## src/hdl/mscr_defines.vh

```
`ifndef MSCR_DEFINES_VH
`define MSCR_DEFINES_VH

// coprocessor register numbers
`define MSCR_REG_CTRL 4'h1
`define MSCR_REG_TTB 4'h2
`define MSCR_REG_DOMAIN 4'h3
`define MSCR_REG_RSVD4 4'h4
`define MSCR_REG_FSTAT 4'h5
`define MSCR_REG_FADDR 4'h6

// control word bit positions
`define MSCR_CW_MMU_EN 0
`define MSCR_CW_ALIGN_EN 1
`define MSCR_CW_DCACHE_EN 2
`define MSCR_CW_BIG_ENDIAN 7
`define MSCR_CW_SYS_PROT 8
`define MSCR_CW_ROM_PROT 9
`define MSCR_CW_ICACHE_EN 12
`define MSCR_CW_HIGH_VEC 13
`define MSCR_CW_RR 14
`define MSCR_CW_NOT_FASTBUS 30
`define MSCR_CW_ASYNC_CLK 31

// control word: stored bits and bits that read as one
`define MSCR_CW_STORE_MASK 32'hC000_7387
`define MSCR_CW_ONES 32'h0002_1078
`define MSCR_CW_RESET 32'h0000_0000

// translation table base pointer field
`define MSCR_TTB_MASK 32'hFFFF_C000
`define MSCR_TTB_RESET 32'h0000_0000

// domain access
`define MSCR_DOM_RESET 32'h0000_0000
`define MSCR_DOM_NOACCESS 2'h0
`define MSCR_DOM_CLIENT 2'h1
`define MSCR_DOM_RESERVED 2'h2
`define MSCR_DOM_MANAGER 2'h3

// fault status fields
`define MSCR_FS_MASK 32'h0000_00FF
`define MSCR_FS_RESET 32'h0000_0000
`define MSCR_FA_RESET 32'h0000_0000

// exception vector bases
`define MSCR_VEC_LOW 32'h0000_0000
`define MSCR_VEC_HIGH 32'hFFFF_0000

// fault type codes
`define MSCR_FT_ALIGN 4'h1
`define MSCR_FT_TRANS 4'h5
`define MSCR_FT_DOMAIN 4'h9
`define MSCR_FT_PERM 4'hD

`endif

```

## src/hdl/mscr_domain_check.v

```verilog
`timescale 1ns/1ps
`default_nettype none
`include "mscr_defines.vh"

// ****************************************
// domain field lookup and access decision
// ****************************************
module mscr_domain_check (
	input wire [31:0] dac_i,
	input wire [3:0] domain_i,
	output reg [1:0] field_o,
	output reg domain_fault_o,
	output reg check_perm_o
);
	// selected field, then its meaning
	always @* begin
		field_o = dac_i[{domain_i, 1'b0} +: 2];
		domain_fault_o = 1'b0;
		check_perm_o = 1'b0;
		case (field_o)
			`MSCR_DOM_NOACCESS: domain_fault_o = 1'b1;
			`MSCR_DOM_CLIENT: check_perm_o = 1'b1;
			`MSCR_DOM_MANAGER: check_perm_o = 1'b0;
			// reserved value: treated as no access, software must not rely on it
			default: domain_fault_o = 1'b1;
		endcase
	end
endmodule

`default_nettype wire

```

## src/hdl/mscr_regs.v

```verilog
// Notes on behaviour
// - control bits 0, 2, 12 enable the MMU, data cache and instruction cache
// - control bit 1 enables alignment fault checking of data accesses
// - control bit 7 selects big endian when set, little endian when clear
// - control bits 8 and 9 are stored and driven out on sys_protect_o and rom_protect_o; no check here uses them
// - control bit 13 moves the vector base from zero to FFFF0000
// - control bit 14 picks round-robin replacement instead of random
// - control bits 31:30 give the clocking mode, async and not-fastbus
// - table base holds bits 31:14; read returns it, write replaces it
// - domain register holds sixteen two-bit fields, domain n at bits 2n+1:2n
// - domain field 00 faults every access; 10 is reserved
// - field 01 checks page permissions; 11 allows all without checking
// - register number 4 is reserved; accesses to it have no defined effect
// - a data abort loads fault type into bits 3:0, domain into 7:4
// - a software write loads the fault status with bits 7:0 of the written value
// - fault address captures the faulting data address; prefetch faults leave it
// - fault address is writable and readable by software
// - four fault kinds: alignment, translation, domain, permission, each aborts
// - instruction fetch faults never update fault status or fault address
`timescale 1ns/1ps
`default_nettype none
`include "mscr_defines.vh"

module mscr_regs (
	input wire clock_i,
	input wire rst_i,
	// coprocessor register transfer from the core
	input wire cp_wr_i,
	input wire cp_rd_i,
	input wire [3:0] cp_reg_i,
	input wire [31:0] cp_wdata_i,
	output reg [31:0] cp_rdata_o,
	// access being checked by the MMU
	input wire acc_valid_i,
	input wire acc_is_fetch_i,
	input wire [31:0] acc_addr_i,
	input wire [1:0] acc_size_i,
	input wire [3:0] acc_domain_i,
	input wire acc_translated_i,
	input wire acc_perm_ok_i,
	output wire abort_o,
	output wire [3:0] abort_type_o,
	// control outputs
	output wire mmu_enable_o,
	output wire align_check_o,
	output wire dcache_enable_o,
	output wire icache_enable_o,
	output wire big_endian_o,
	output wire sys_protect_o,
	output wire rom_protect_o,
	output wire [31:0] vector_base_o,
	output wire round_robin_select_o,
	output wire async_clock_select_o,
	output wire not_fastbus_select_o,
	output wire [1:0] clock_mode_o,
	output wire [31:0] translation_table_base_o
);

	// ****************************************
	// register storage
	// ****************************************
	reg [31:0] system_control_word;
	reg [31:0] translation_table_base;
	reg [31:0] domain_access_control;
	reg [31:0] fault_status;
	reg [31:0] fault_address;

	wire wr_ctrl;
	wire wr_ttb;
	wire wr_dom;
	wire wr_fs;
	wire wr_fa;
	wire [1:0] dom_field;
	wire dom_fault;
	wire dom_check_perm;
	reg align_bad;
	reg [3:0] next_fault_type;
	reg next_fault;
	wire data_abort;

	// write strobes from the register number; number 4 matches none
	assign wr_ctrl = cp_wr_i && (cp_reg_i == `MSCR_REG_CTRL);
	assign wr_ttb = cp_wr_i && (cp_reg_i == `MSCR_REG_TTB);
	assign wr_dom = cp_wr_i && (cp_reg_i == `MSCR_REG_DOMAIN);
	assign wr_fs = cp_wr_i && (cp_reg_i == `MSCR_REG_FSTAT);
	assign wr_fa = cp_wr_i && (cp_reg_i == `MSCR_REG_FADDR);

	// ****************************************
	// control, base and domain registers
	// ****************************************
	// undefined bits are not stored, so a sloppy write cannot leak into them
	always @(posedge clock_i or posedge rst_i) begin
		if (rst_i) begin
			system_control_word <= `MSCR_CW_RESET;
			translation_table_base <= `MSCR_TTB_RESET;
			domain_access_control <= `MSCR_DOM_RESET;
		end else begin
			if (wr_ctrl) begin
				system_control_word <= cp_wdata_i & `MSCR_CW_STORE_MASK;
			end
			if (wr_ttb) begin
				translation_table_base <= cp_wdata_i & `MSCR_TTB_MASK;
			end
			if (wr_dom) begin
				domain_access_control <= cp_wdata_i;
			end
		end
	end

	// ****************************************
	// fault checking
	// ****************************************
	mscr_domain_check u_domain_check (
		.dac_i(domain_access_control),
		.domain_i(acc_domain_i),
		.field_o(dom_field),
		.domain_fault_o(dom_fault),
		.check_perm_o(dom_check_perm)
	);

	// misalignment by access size: 0 byte, 1 halfword, 2 word
	always @* begin
		case (acc_size_i)
			2'h1: align_bad = acc_addr_i[0];
			2'h2: align_bad = |acc_addr_i[1:0];
			default: align_bad = 1'b0;
		endcase
	end

	// priority: alignment, translation, domain, permission
	// alignment does not depend on the MMU enable
	always @* begin
		next_fault = 1'b0;
		next_fault_type = `MSCR_FT_ALIGN;
		if (acc_valid_i) begin
			if (system_control_word[`MSCR_CW_ALIGN_EN] && align_bad && !acc_is_fetch_i) begin
				next_fault = 1'b1;
				next_fault_type = `MSCR_FT_ALIGN;
			end else if (system_control_word[`MSCR_CW_MMU_EN]) begin
				if (!acc_translated_i) begin
					next_fault = 1'b1;
					next_fault_type = `MSCR_FT_TRANS;
				end else if (dom_fault) begin
					next_fault = 1'b1;
					next_fault_type = `MSCR_FT_DOMAIN;
				end else if (dom_check_perm && !acc_perm_ok_i) begin
					// permission input already weighs system and ROM protection
					next_fault = 1'b1;
					next_fault_type = `MSCR_FT_PERM;
				end
			end
		end
	end

	assign abort_o = next_fault;
	assign abort_type_o = next_fault_type;
	assign data_abort = next_fault && !acc_is_fetch_i;

	// ****************************************
	// fault status and fault address
	// ****************************************
	// a fault in the same cycle as a software write wins: the event is not lost
	always @(posedge clock_i or posedge rst_i) begin
		if (rst_i) begin
			fault_status <= `MSCR_FS_RESET;
			fault_address <= `MSCR_FA_RESET;
		end else begin
			if (data_abort) begin
				fault_status <= {24'h00_0000, acc_domain_i, next_fault_type};
				fault_address <= acc_addr_i;
			end else begin
				if (wr_fs) begin
					fault_status <= cp_wdata_i & `MSCR_FS_MASK;
				end
				if (wr_fa) begin
					fault_address <= cp_wdata_i;
				end
			end
		end
	end

	// ****************************************
	// read port
	// ****************************************
	// registered read data; reserved number 4 and unknown numbers read zero
	always @(posedge clock_i or posedge rst_i) begin
		if (rst_i) begin
			cp_rdata_o <= 32'h0000_0000;
		end else if (cp_rd_i) begin
			case (cp_reg_i)
				`MSCR_REG_CTRL: cp_rdata_o <= system_control_word | `MSCR_CW_ONES;
				`MSCR_REG_TTB: cp_rdata_o <= translation_table_base;
				`MSCR_REG_DOMAIN: cp_rdata_o <= domain_access_control;
				`MSCR_REG_RSVD4: cp_rdata_o <= 32'h0000_0000;
				`MSCR_REG_FSTAT: cp_rdata_o <= fault_status;
				`MSCR_REG_FADDR: cp_rdata_o <= fault_address;
				default: cp_rdata_o <= 32'h0000_0000;
			endcase
		end
	end

	// ****************************************
	// control outputs
	// ****************************************
	assign mmu_enable_o = system_control_word[`MSCR_CW_MMU_EN];
	assign align_check_o = system_control_word[`MSCR_CW_ALIGN_EN];
	assign dcache_enable_o = system_control_word[`MSCR_CW_DCACHE_EN];
	assign icache_enable_o = system_control_word[`MSCR_CW_ICACHE_EN];
	assign big_endian_o = system_control_word[`MSCR_CW_BIG_ENDIAN];
	assign sys_protect_o = system_control_word[`MSCR_CW_SYS_PROT];
	assign rom_protect_o = system_control_word[`MSCR_CW_ROM_PROT];
	assign vector_base_o = system_control_word[`MSCR_CW_HIGH_VEC] ?
		`MSCR_VEC_HIGH : `MSCR_VEC_LOW;
	assign round_robin_select_o = system_control_word[`MSCR_CW_RR];
	assign async_clock_select_o = system_control_word[`MSCR_CW_ASYNC_CLK];
	assign not_fastbus_select_o = system_control_word[`MSCR_CW_NOT_FASTBUS];
	assign clock_mode_o = {async_clock_select_o, not_fastbus_select_o};
	assign translation_table_base_o = translation_table_base;

endmodule

`default_nettype wire

```

## config.mk

```make
export PLATFORM = sky130hd
export DESIGN_NAME = mscr_regs
export DESIGN_NICKNAME = d
export VERILOG_FILES = /design/src/hdl/mscr_domain_check.v /design/src/hdl/mscr_regs.v
export VERILOG_INCLUDE_DIRS = /design/src /design/src/hdl
export SDC_FILE = /design/constraint.sdc
export NUM_CORES = 1
export LEC_CHECK = 0
export BUFFER_PORTS_ARGS = -buffer_cell sky130_fd_sc_hd__buf_2
export CAP_MARGIN = 20
export CORE_UTILIZATION = 54
export CTS_BUF_LIST = sky130_fd_sc_hd__clkbuf_8
export CTS_CLUSTER_DIAMETER = 40
export CTS_CLUSTER_SIZE = 24
export DETAILED_ROUTE_END_ITERATION = 7
export HOLD_SLACK_MARGIN = 0.15
export MAX_ROUTING_LAYER = met4
export PLACE_DENSITY = 0.9
export SLEW_MARGIN = 20
export SYNTH_ARGS = -nofsm -noshare
export SYNTH_HDL_FRONTEND = slang
export SYNTH_SLANG_ARGS = --single-unit
```

## constraint.sdc

```tcl
create_clock -name clock_i -period 4.55 [get_ports clock_i]
set_input_delay 0.455 -clock clock_i [delete_from_list [all_inputs] [get_ports clock_i]]
set_output_delay 0.455 -clock clock_i [all_outputs]
set_load 0.02 [all_outputs]
```

==> results of run 1 <==
-- metrics by stage --
stage / cells / setup WS (ns) / hold slack [ns]
2_1_floorplan: 551 / 0.5406 / 0.4625
4_1_cts: 839 / 1.569 / 0.2139
6_report: 842 / 1.572 / 0.1907
5_1_grt: 842 / 1.459 / 0.2254
3_3_place_gp: 808 / 1.372 / 0.4690
3_5_place_dp: 808 / 1.256 / 0.4827
-- registers in the layout, indices dropped and copies added (netlist names) --
register,flops
translation_table_base_o,18
cp_rdata_o,32
fault_address,32
system_control_word,11
domain_access_control,32
fault_status,8
-- cell usage after synthesis, drive strengths merged (3+ instances only) --
master | number | area share (%)
a21boi | 4 | 0.44
a21oi | 6 | 0.44
a221o | 5 | 0.74
a221oi | 6 | 1.0
a222oi | 20 | 3.0
a22o | 4 | 0.52
buf | 59 | 6.5
clkbuf | 23 | 1.3
dfrtp | 133 | 49
inv | 41 | 2.3
mux2 | 137 | 25
mux2i | 3 | 0.44
mux4 | 8 | 2.7
nand2 | 10 | 0.55
nand3 | 4 | 0.30
o22ai | 32 | 3.0
-- critical path, stage by stage (launching register included) --
cell and delay (ns):
dfrtp_1 0.43, mux4_2 0.48, mux2_2 0.30, a221oi_4 0.37, o211ai_1 0.25, inv_1 0.10, buf_2 0.16
-- cell type report --
type	count	share of cell area, %
Clock buffer	22	3.803
Clock inverter	9	1.273
Antenna cell	2	0.06286
Sequential cell	133	41.80
Inverter	41	1.996
Tap cell	168	2.640
Timing Repair Buffer	172	11.38
Multi-Input combinational cell	295	37.04
-- logic make-up after synthesis --
logic type                 synth area share, %
muxes                                    27.88
DFF                                      49.05
buffers and inverters                    10.07
AOI/OAI and AO/OA                        10.38
and+or+nand+nor                          2.139
adders and majority gates               0.3687
other                                   0.1107
-- metal layers --
metal	routed length, µm	part of all wire (%)	up-vias	track usage [%]
li1	-	-	2127	-
met1	6779	39	2452	35.57
met2	8444	49	309	44.93
met3	1711	9.9	34	7.835
met4	374	2.2	0	11.08
met5	0	0	-	-
-- report_power, final --
part           internal, W  switching (W)  leakage [nW]
registers          0.00147       0.000227          1.67
logic             0.000548       0.000480          2.04
clock network     0.000552       0.000443         0.204
-- worst max-delay path by stage --
stage                                               startpoint  depth (start not counted)  slack (ns)                       endpoint
final                     domain_access_control[7]$_DFFE_PP0P_                          6        1.57                abort_type_o[3]
after global placement                         acc_domain_i[0]                          7        1.37  fault_address[20]$_DFFE_PP0P_
after detailed placement                       acc_domain_i[0]                          7        1.26  fault_address[26]$_DFFE_PP0P_
after floorplan                                          rst_i                          1        0.54      cp_rdata_o[0]$_DFFE_PP0P_
after global routing      domain_access_control[7]$_DFFE_PP0P_                          6        1.46                abort_type_o[3]
after CTS                 domain_access_control[7]$_DFFE_PP0P_                          6        1.57                abort_type_o[3]
==> flow_summary.toml, run 1 <==
[pwr]
power_per_cell_area_nw_per_um2 = 467.3
ir_drop_mv = 0.2665
p_leak_nw = 3.914
p_total_w = 0.003720

[yosys]
netlist-cell-type-count = 40
synth_seq_area_share_pct = 49.05
yosys_most_used_dff = "dfrtp_1"
syn_area_per_cell_um2 = 13.02
synth_async_sr_flop_share_pct = 100.0
ys_warn_count = 0
syn-cell-area_um2 = 6785
ys_ff_latch = 133
synth_edf_count = 0
postSynthCellCount = 521

[clock_tree]
clk_pin_slew_ns = 0.07
htreeDepth = 4
post-cts-setup-buffers = 0
ctsHoldBuffers = 0
cts_tree = "built"
tritoncts.num_buffers = 17
worstSkewPairLatency_ns = 0.45
cts_max_path_buffers = 2
cts_resized = 0
clock-root-buffer = "clkbuf_8"
cts_num_sinks = 133

[die]
die_h_um = 114.1
pin_count = 195
rows = 40
initial_core_util_pct = 56.02
die_w_um = 114.1
core_um2 = 12110
floorplan.die_area_um2 = 13020

[cells_and_area]
num-nets-final = 744
nFillCells = 873
finish.utilization_pct = 65.73
multiInputGateArea_um2 = 2949
final_common_cell = "buf_2"
layout_common_cells = "buf_2 (162), dfrtp_1 (133), mux2_1 (57)"
layout-drive-gt1-share_pct = 44.49
area_delta_synth_final_pct = 17.33
seq_area_um2 = 3328
design_area_um2 = 7961

[route]
postRouteWirelength_mm = 17.31
drc = 0
vias = 4922
drt_iter0_drc = 456
viasPerCell = 5.846
firstDrtPassIters = 6
wl_per_cell_um = 20.56
ant_nets = 0

[place]
gp_congestion = 0.8536
place_area_um2 = 7525
io_buffers = 162
hpwl_mm = 11.88

[sta]
slew_viol_final = 0
worstMarginPinSlew_ns = 1.059
max-slew-margin-rel_pct = 29.37
rsz0062_at_grt = "false"
fmax_ghz = 0.3359
fin_worst_skew_ns = 0.01221
fin_crit_ns = 2.978
period_share_pct = 65.44
fin_setup_tns_ns = 0
hold_viol = 0
setup_viol = 0

[global_route]
grt_overflow = 0
grt_max_degree = 100
grt_pass1_vias = 4955
grt_first_pass_wirelength_mm = 27.06
grtUsageTotal_pct = 28.66
antenna_found_initial = 2

[critical_path]
r2r.worst_path.cells = 7
worstReg2RegEnd = "fault_address[31]$_DFFE_PP0P_"
end_kind = "output port"
path_class = "flip-flop to output port"
reg2reg_from = "domain_access_control[7]$_DFFE_PP0P_"
cp.arrival_ns = 2.52
r2r_setup_slack_ns = 1.81
critPathRequiredTime_ns = 4.09
worstSetupStartpointType = "flip-flop"
worstPathMaxFanout = 4

[outcome]
status = "finished, final reports clean"

[min_path]
hp-class = "input pin to asynchronous set/reset pin"

[job]
drv_cap = 0
Power figures use the tool's default switching activity.
==> run 2: changes to the inputs <==
ABC_AREA = 1   (was unset)
CORE_UTILIZATION = 49   (was 54)
PLACE_DENSITY = 0.86   (was 0.9)
clock period = 2.5 ns   (was 4.55 ns; I/O delays follow)
==> flow_summary.toml, run 2 <==
[outcome]
status = "finished, final reports clean"

[route]
postRouteWirelength_mm = 19.74
viasPerCell = 5.411
vias = 6536
wl_per_cell_um = 16.34
firstDrtPassIters = 5
drc = 0
drt_iter0_drc = 782
ant_nets = 0

[cells_and_area]
area_delta_synth_final_pct = 25.20
num-nets-final = 1104
n_antenna_cell = 0
largestRegisters = "cp_rdata_o x32, domain_access_control x32, fault_address x32"
nFillCells = 1132
layout_common_cells = "nand2_1 (220), buf_2 (162), nand3_1 (142)"
finish.utilization_pct = 63.91
stdcell_count = 1208
layout-drive-gt1-share_pct = 24.13
final_common_cell = "nand2_1"

[clock_tree]
tritoncts.num_buffers = 17
clock-root-buffer = "clkbuf_8"
cts_tree = "built"
cts_num_sinks = 133
cts_max_path_buffers = 2
post-cts-setup-buffers = 0
worstSkewPairLatency_ns = 0.45
clk_pin_slew_ns = 0.07
htreeDepth = 4

[critical_path]
cp.arrival_ns = 2.01
worstSetupStartpointType = "flip-flop"
critPathRequiredTime_ns = 2.25
worstPathMaxFanout = 3
path_class = "flip-flop to output port"
end_kind = "output port"

[yosys]
ys_top_cells_by_count = "nand2_1 (221), nand3_1 (142), dfrtp_1 (133)"
yosysTopAreaCell = "dfrtp_1"
synthMostInstantiatedCell = "nand2_1"
synth_top_area_share_pct = 48.46
yosys_most_used_dff = "dfrtp_1"
synth_edf_count = 0
syn-cell-area_um2 = 6868
syn_area_per_cell_um2 = 8.355
synth_seq_area_share_pct = 48.46
ys_ff_latch = 133
netlist-cell-type-count = 29
synth_async_sr_flop_share_pct = 100.0
ys_warn_count = 0
postSynthCellCount = 822
synthTopCellsByArea = "dfrtp_1 (48%), nand2_1 (12%), nand3_1 (10%), buf_4 (6.3%), mux2_2 (5.6%)"

[die]
rows = 42
die_w_um = 120.4
initial_core_util_pct = 51.05
die_h_um = 120.4
pin_count = 195
floorplan.die_area_um2 = 14490
core_um2 = 13450

[global_route]
grt_pass1_vias = 6429
antenna_found_initial = 0
grt_max_degree = 134
grtUsageTotal_pct = 29.39
grt_first_pass_wirelength_mm = 31.75
grt_overflow = 0

[sta]
rsz0062_at_grt = "false"
worstMarginPinSlew_ns = 0.8694
setup_viol = 0
fin_worst_skew_ns = 0.01121
fin_crit_ns = 2.259
fmax_ghz = 0.4426
period_share_pct = 90.37
slew_viol_final = 0
hold_viol = 0
max-slew-margin-rel_pct = 42.04

[place]
io_buffers = 162
gp_congestion = 0.9754
hpwl_mm = 12.91
dp.cells = 1113

[pwr]
ir_drop_mv = 0.3202
p_leak_nw = 4.545
power_per_cell_area_nw_per_um2 = 752.6

[min_path]
hp-class = "input pin to flip-flop"

[job]
drv_cap = 0
==> run 2: cell types whose count changed after synthesis, moves of 8 or more <==
| cell | delta |
|---|---|
| a222oi_1 | -20 |
| buf_4 | +9 |
| inv_1 | +28 |
| mux2_1 | -57 |
| mux2_2 | -9 |
| mux2_4 | -37 |
| mux4_2 | -8 |
| nand2_1 | +211 |
| nand3_1 | +138 |
| nor2_1 | +14 |
| o211ai_1 | +9 |
| o21ai_0 | +63 |
| o22ai_1 | -32 |
==> run 2: critical path, cell delays in order, from the launching register on <==
cell	delay (ns)
dfrtp_1	0.37
inv_1	0.09
o21ai_0	0.18
nand2_1	0.08
nand3_1	0.08
nand3_1	0.08
nand2_1	0.11
nand4_1	0.11
a21oi_1	0.25
buf_2	0.22
==> run 2: worst paths after layout <==
path                                                             from                                  endpoint  slack (ns)  cells past startpoint
worst max-delay path            domain_access_control[24]$_DFFE_PP0P_                           abort_type_o[2]        0.24                      9
worst min-delay path                                    cp_wdata_i[0]      domain_access_control[0]$_DFFE_PP0P_        0.16                      3
worst max register to register  domain_access_control[24]$_DFFE_PP0P_              fault_address[0]$_DFFE_PP0P_        0.26                     14
worst min register to register  domain_access_control[31]$_DFFE_PP0P_     domain_access_control[31]$_DFFE_PP0P_        0.49                      2
max in group asynchronous                                       rst_i               fault_status[3]$_DFFE_PP0P_        1.43                      4
min in group asynchronous                                       rst_i  translation_table_base_o[19]$_DFFE_PP0P_        0.52                      4
==> run 2: what timing repair did <==
| action | in CTS | in global routing |
|---|---|---|
| hold buffers | 64 | 0 |
| endpoints found under the hold margin | 229 | 0 |
| endpoints found under the setup margin | 0 | 3 |
| gates resized for setup | 0 | 1 |
==> run 2: stage by stage <==
stage          setup TNS, ns  power (W)  hold WS (ns)  setup slack, ns  cell area [µm²]
3_3_place_gp               0   0.004386        0.4648          0.06777             7530
4_1_cts                    0   0.006446        0.1539           0.1876             8594
3_5_place_dp        -0.03961   0.004453        0.4733         -0.01991             7530
2_1_floorplan              0   0.004036        0.3830           0.5988             6984
6_report                   0   0.006471        0.1565           0.2407             8598
5_1_grt                    0   0.006803        0.1608          0.05769             8598
==> run 2: cell families after synthesis <==
kind of cell    after synthesis  share of synthesized area [%]
simple gates                396                          25.21
buf+inv                     163                          12.83
flops                       133                          48.46
other cells                   2                         0.1094
mux                          34                          5.575
fa+ha+maj                     2                         0.3643
compound gates               92                          7.451
==> run 2: cell type report <==
cell class	instances	area (µm²)	area share [%]
clock buffers	19	261.5	3.041
clock inverters	12	162.7	1.892
inverters	72	276.5	3.216
multi-input cells	556	2776	32.29
flip-flops and latches	133	3328	38.71
well taps	176	220.2	2.561
repair buffers	240	1573	18.29
==> run 2: where the power goes <==
part,switching (W),internal [W],total (W)
Combinational,0.000964,0.000591,0.00155
Sequential,0.000331,0.00264,0.00297
Clock,0.000827,0.00112,0.00195
==> run 2: routing by layer <==
layer	track usage, %	up-vias	share of wire [%]
met4	12.50	0	3.8
met3	7.170	86	8.5
li1	-	3010	-
met1	36.31	3042	40
met5	-	-	0
met2	46.19	398	48
==> run 3: changes to the inputs <==
CORE_UTILIZATION = 55   (was 49)
PLACE_DENSITY = 0.91   (was 0.86)
SETUP_SLACK_MARGIN = 0.4   (was unset)
clock period = 2.8 ns   (was 2.5 ns; I/O delays follow)
==> flow_summary.toml, run 3 (same netlist as run 2, synthesis figures left out) <==
[sta]
fin_crit_ns = 2.322
setup_ws_ns = 0.4784
fin_setup_tns_ns = 0
slew_viol_final = 0
worstMarginPinSlew_ns = 0.9378
setup_viol = 0
hold_viol = 0
max-slew-margin-rel_pct = 37.48
fmax_ghz = 0.4307
fin_worst_skew_ns = 0.009474
rsz0062_at_grt = "true"
period_share_pct = 82.91

[global_route]
antenna_found_initial = 1
grt_pass1_vias = 6748
grt_first_pass_wirelength_mm = 33.08
grtUsageTotal_pct = 35.02
grt_max_degree = 76
grt_overflow = 0

[route]
vias = 6821
postRouteWirelength_mm = 20.90
viasPerCell = 5.684
drt_iter0_drc = 897
wl_per_cell_um = 17.42
ant_nets = 0
drc = 0
firstDrtPassIters = 6

[pwr]
power_per_cell_area_nw_per_um2 = 680.9
p_leak_nw = 4.517
ir_drop_mv = 0.3353

[die]
core_um2 = 12110
pin_count = 195
die_h_um = 113.7
rows = 40
floorplan.die_area_um2 = 12940
initial_core_util_pct = 56.70
die_w_um = 113.7

[critical_path]
r2r_setup_slack_ns = 0.56
critPathTopFamily = "simple AND/OR/NAND/NOR gates"
end_kind = "output port"
crit_buf_inv = 1
cp_cell_sequence = "or2_1 > nand3_1 > nand3_1 > nand3_1 > nand2_1 > a21oi_1 > buf_2"
worstSetupStartpointType = "flip-flop"
worstPathMaxFanout = 3
critPathRequiredTime_ns = 2.52
path_class = "flip-flop to output port"
critical_path.slowest_cell = "dfrtp_1"
cp_slowest_stage_delay_ns = 0.41
path_common_cell = "nand3_1"
cp.arrival_ns = 2.04

[cells_and_area]
nFillCells = 909
layout-drive-gt1-share_pct = 24.54
final_common_cell = "nand2_1"
layout_common_cells = "nand2_1 (220), buf_2 (162), nand3_1 (142)"
seq_area_um2 = 3328
num-nets-final = 1102
multiInputGateArea_um2 = 2776
area_delta_synth_final_pct = 24.92
largestRegisters = "cp_rdata_o x32, domain_access_control x32, fault_address x32"

[place]
gp_congestion = 0.9660
place_ws_ns = 0.2501
io_buffers = 162
hpwl_mm = 13.15

[clock_tree]
tritoncts.num_buffers = 17
cts_max_path_buffers = 2
cts_tree = "built"
clk_pin_slew_ns = 0.08
clock-root-buffer = "clkbuf_8"
htreeDepth = 4
worstSkewPairLatency_ns = 0.46
cts_num_sinks = 133
post-cts-setup-buffers = 0

[outcome]
status = "finished, final reports clean"

[min_path]
hp-class = "input pin to flip-flop"

[job]
drv_cap = 0
## run 3: worst reg2reg max path, delay by kind of cell, from the launching register on
family	cells	cell delay [ns]
buffers and inverters	1	0.37
flip-flops	1	0.41
AND/OR/NAND/NOR	11	1.38
## run 3: per-stage QoR
stage / total power [W] / hold WS, ns / std cells / cell area [µm²] / util (%)
after global placement: 0.003911 / 0.2687 / 1106 / 7527 / 62.15
after detailed placement: 0.003983 / 0.2663 / 1106 / 7527 / 62.15
after floorplan: 0.003603 / 0.4130 / 852 / 6984 / -
after global routing: 0.006104 / 0.1853 / 1200 / 8579 / 70.84
after CTS: 0.005780 / 0.1582 / 1199 / 8571 / 70.76
final: 0.005842 / 0.1630 / 1200 / 8579 / 70.84
## run 3: where the power goes
group | switching [W] | leakage, nW | internal [W]
logic | 0.000889 | 2.60 | 0.000526
registers | 0.000306 | 1.71 | 0.00236
clock network | 0.000781 | 0.208 | 0.000984
total | 0.00198 | 4.52 | 0.00387
## run 3: layout make-up
| class | count | share of cell area, % |
|---|---|---|
| Clock buffer | 18 | 2.888 |
| Clock inverter | 14 | 2.158 |
| Timing Repair Buffer | 238 | 18.07 |
| Tap cell | 168 | 2.450 |
| Inverter | 72 | 3.252 |
| Multi-Input combinational cell | 556 | 32.36 |
| Sequential cell | 133 | 38.79 |
| Antenna cell | 1 | 0.02917 |
## run 3: what timing repair did
item / CTS / global route
hold buffers: 61 / 0
setup endpoints to repair: 0 / 34
endpoints found under the hold margin: 93 / 0
resized for setup: 0 / 2
## run 3: worst paths after layout
kind / cells after the start / start / to
setup / recovery: 7 / domain_access_control[8]$_DFFE_PP0P_ / abort_type_o[3]
hold / removal: 3 / acc_domain_i[2] / fault_status[6]$_DFFE_PP0P_
setup reg to reg: 12 / domain_access_control[8]$_DFFE_PP0P_ / fault_address[26]$_DFFE_PP0P_
hold reg to reg: 2 / domain_access_control[23]$_DFFE_PP0P_ / domain_access_control[23]$_DFFE_PP0P_
max in group asynchronous: 4 / rst_i / fault_address[10]$_DFFE_PP0P_
min in group asynchronous: 3 / rst_i / cp_rdata_o[18]$_DFFE_PP0P_
## run 3: layer usage
| layer | routed length [µm] | GRT usage (%) |
|---|---|---|
| met4 | 1408 | 24.30 |
| met3 | 2286 | 7.811 |
| met2 | 9765 | 54.51 |
| met5 | 0 | - |
| met1 | 7442 | 40.53 |
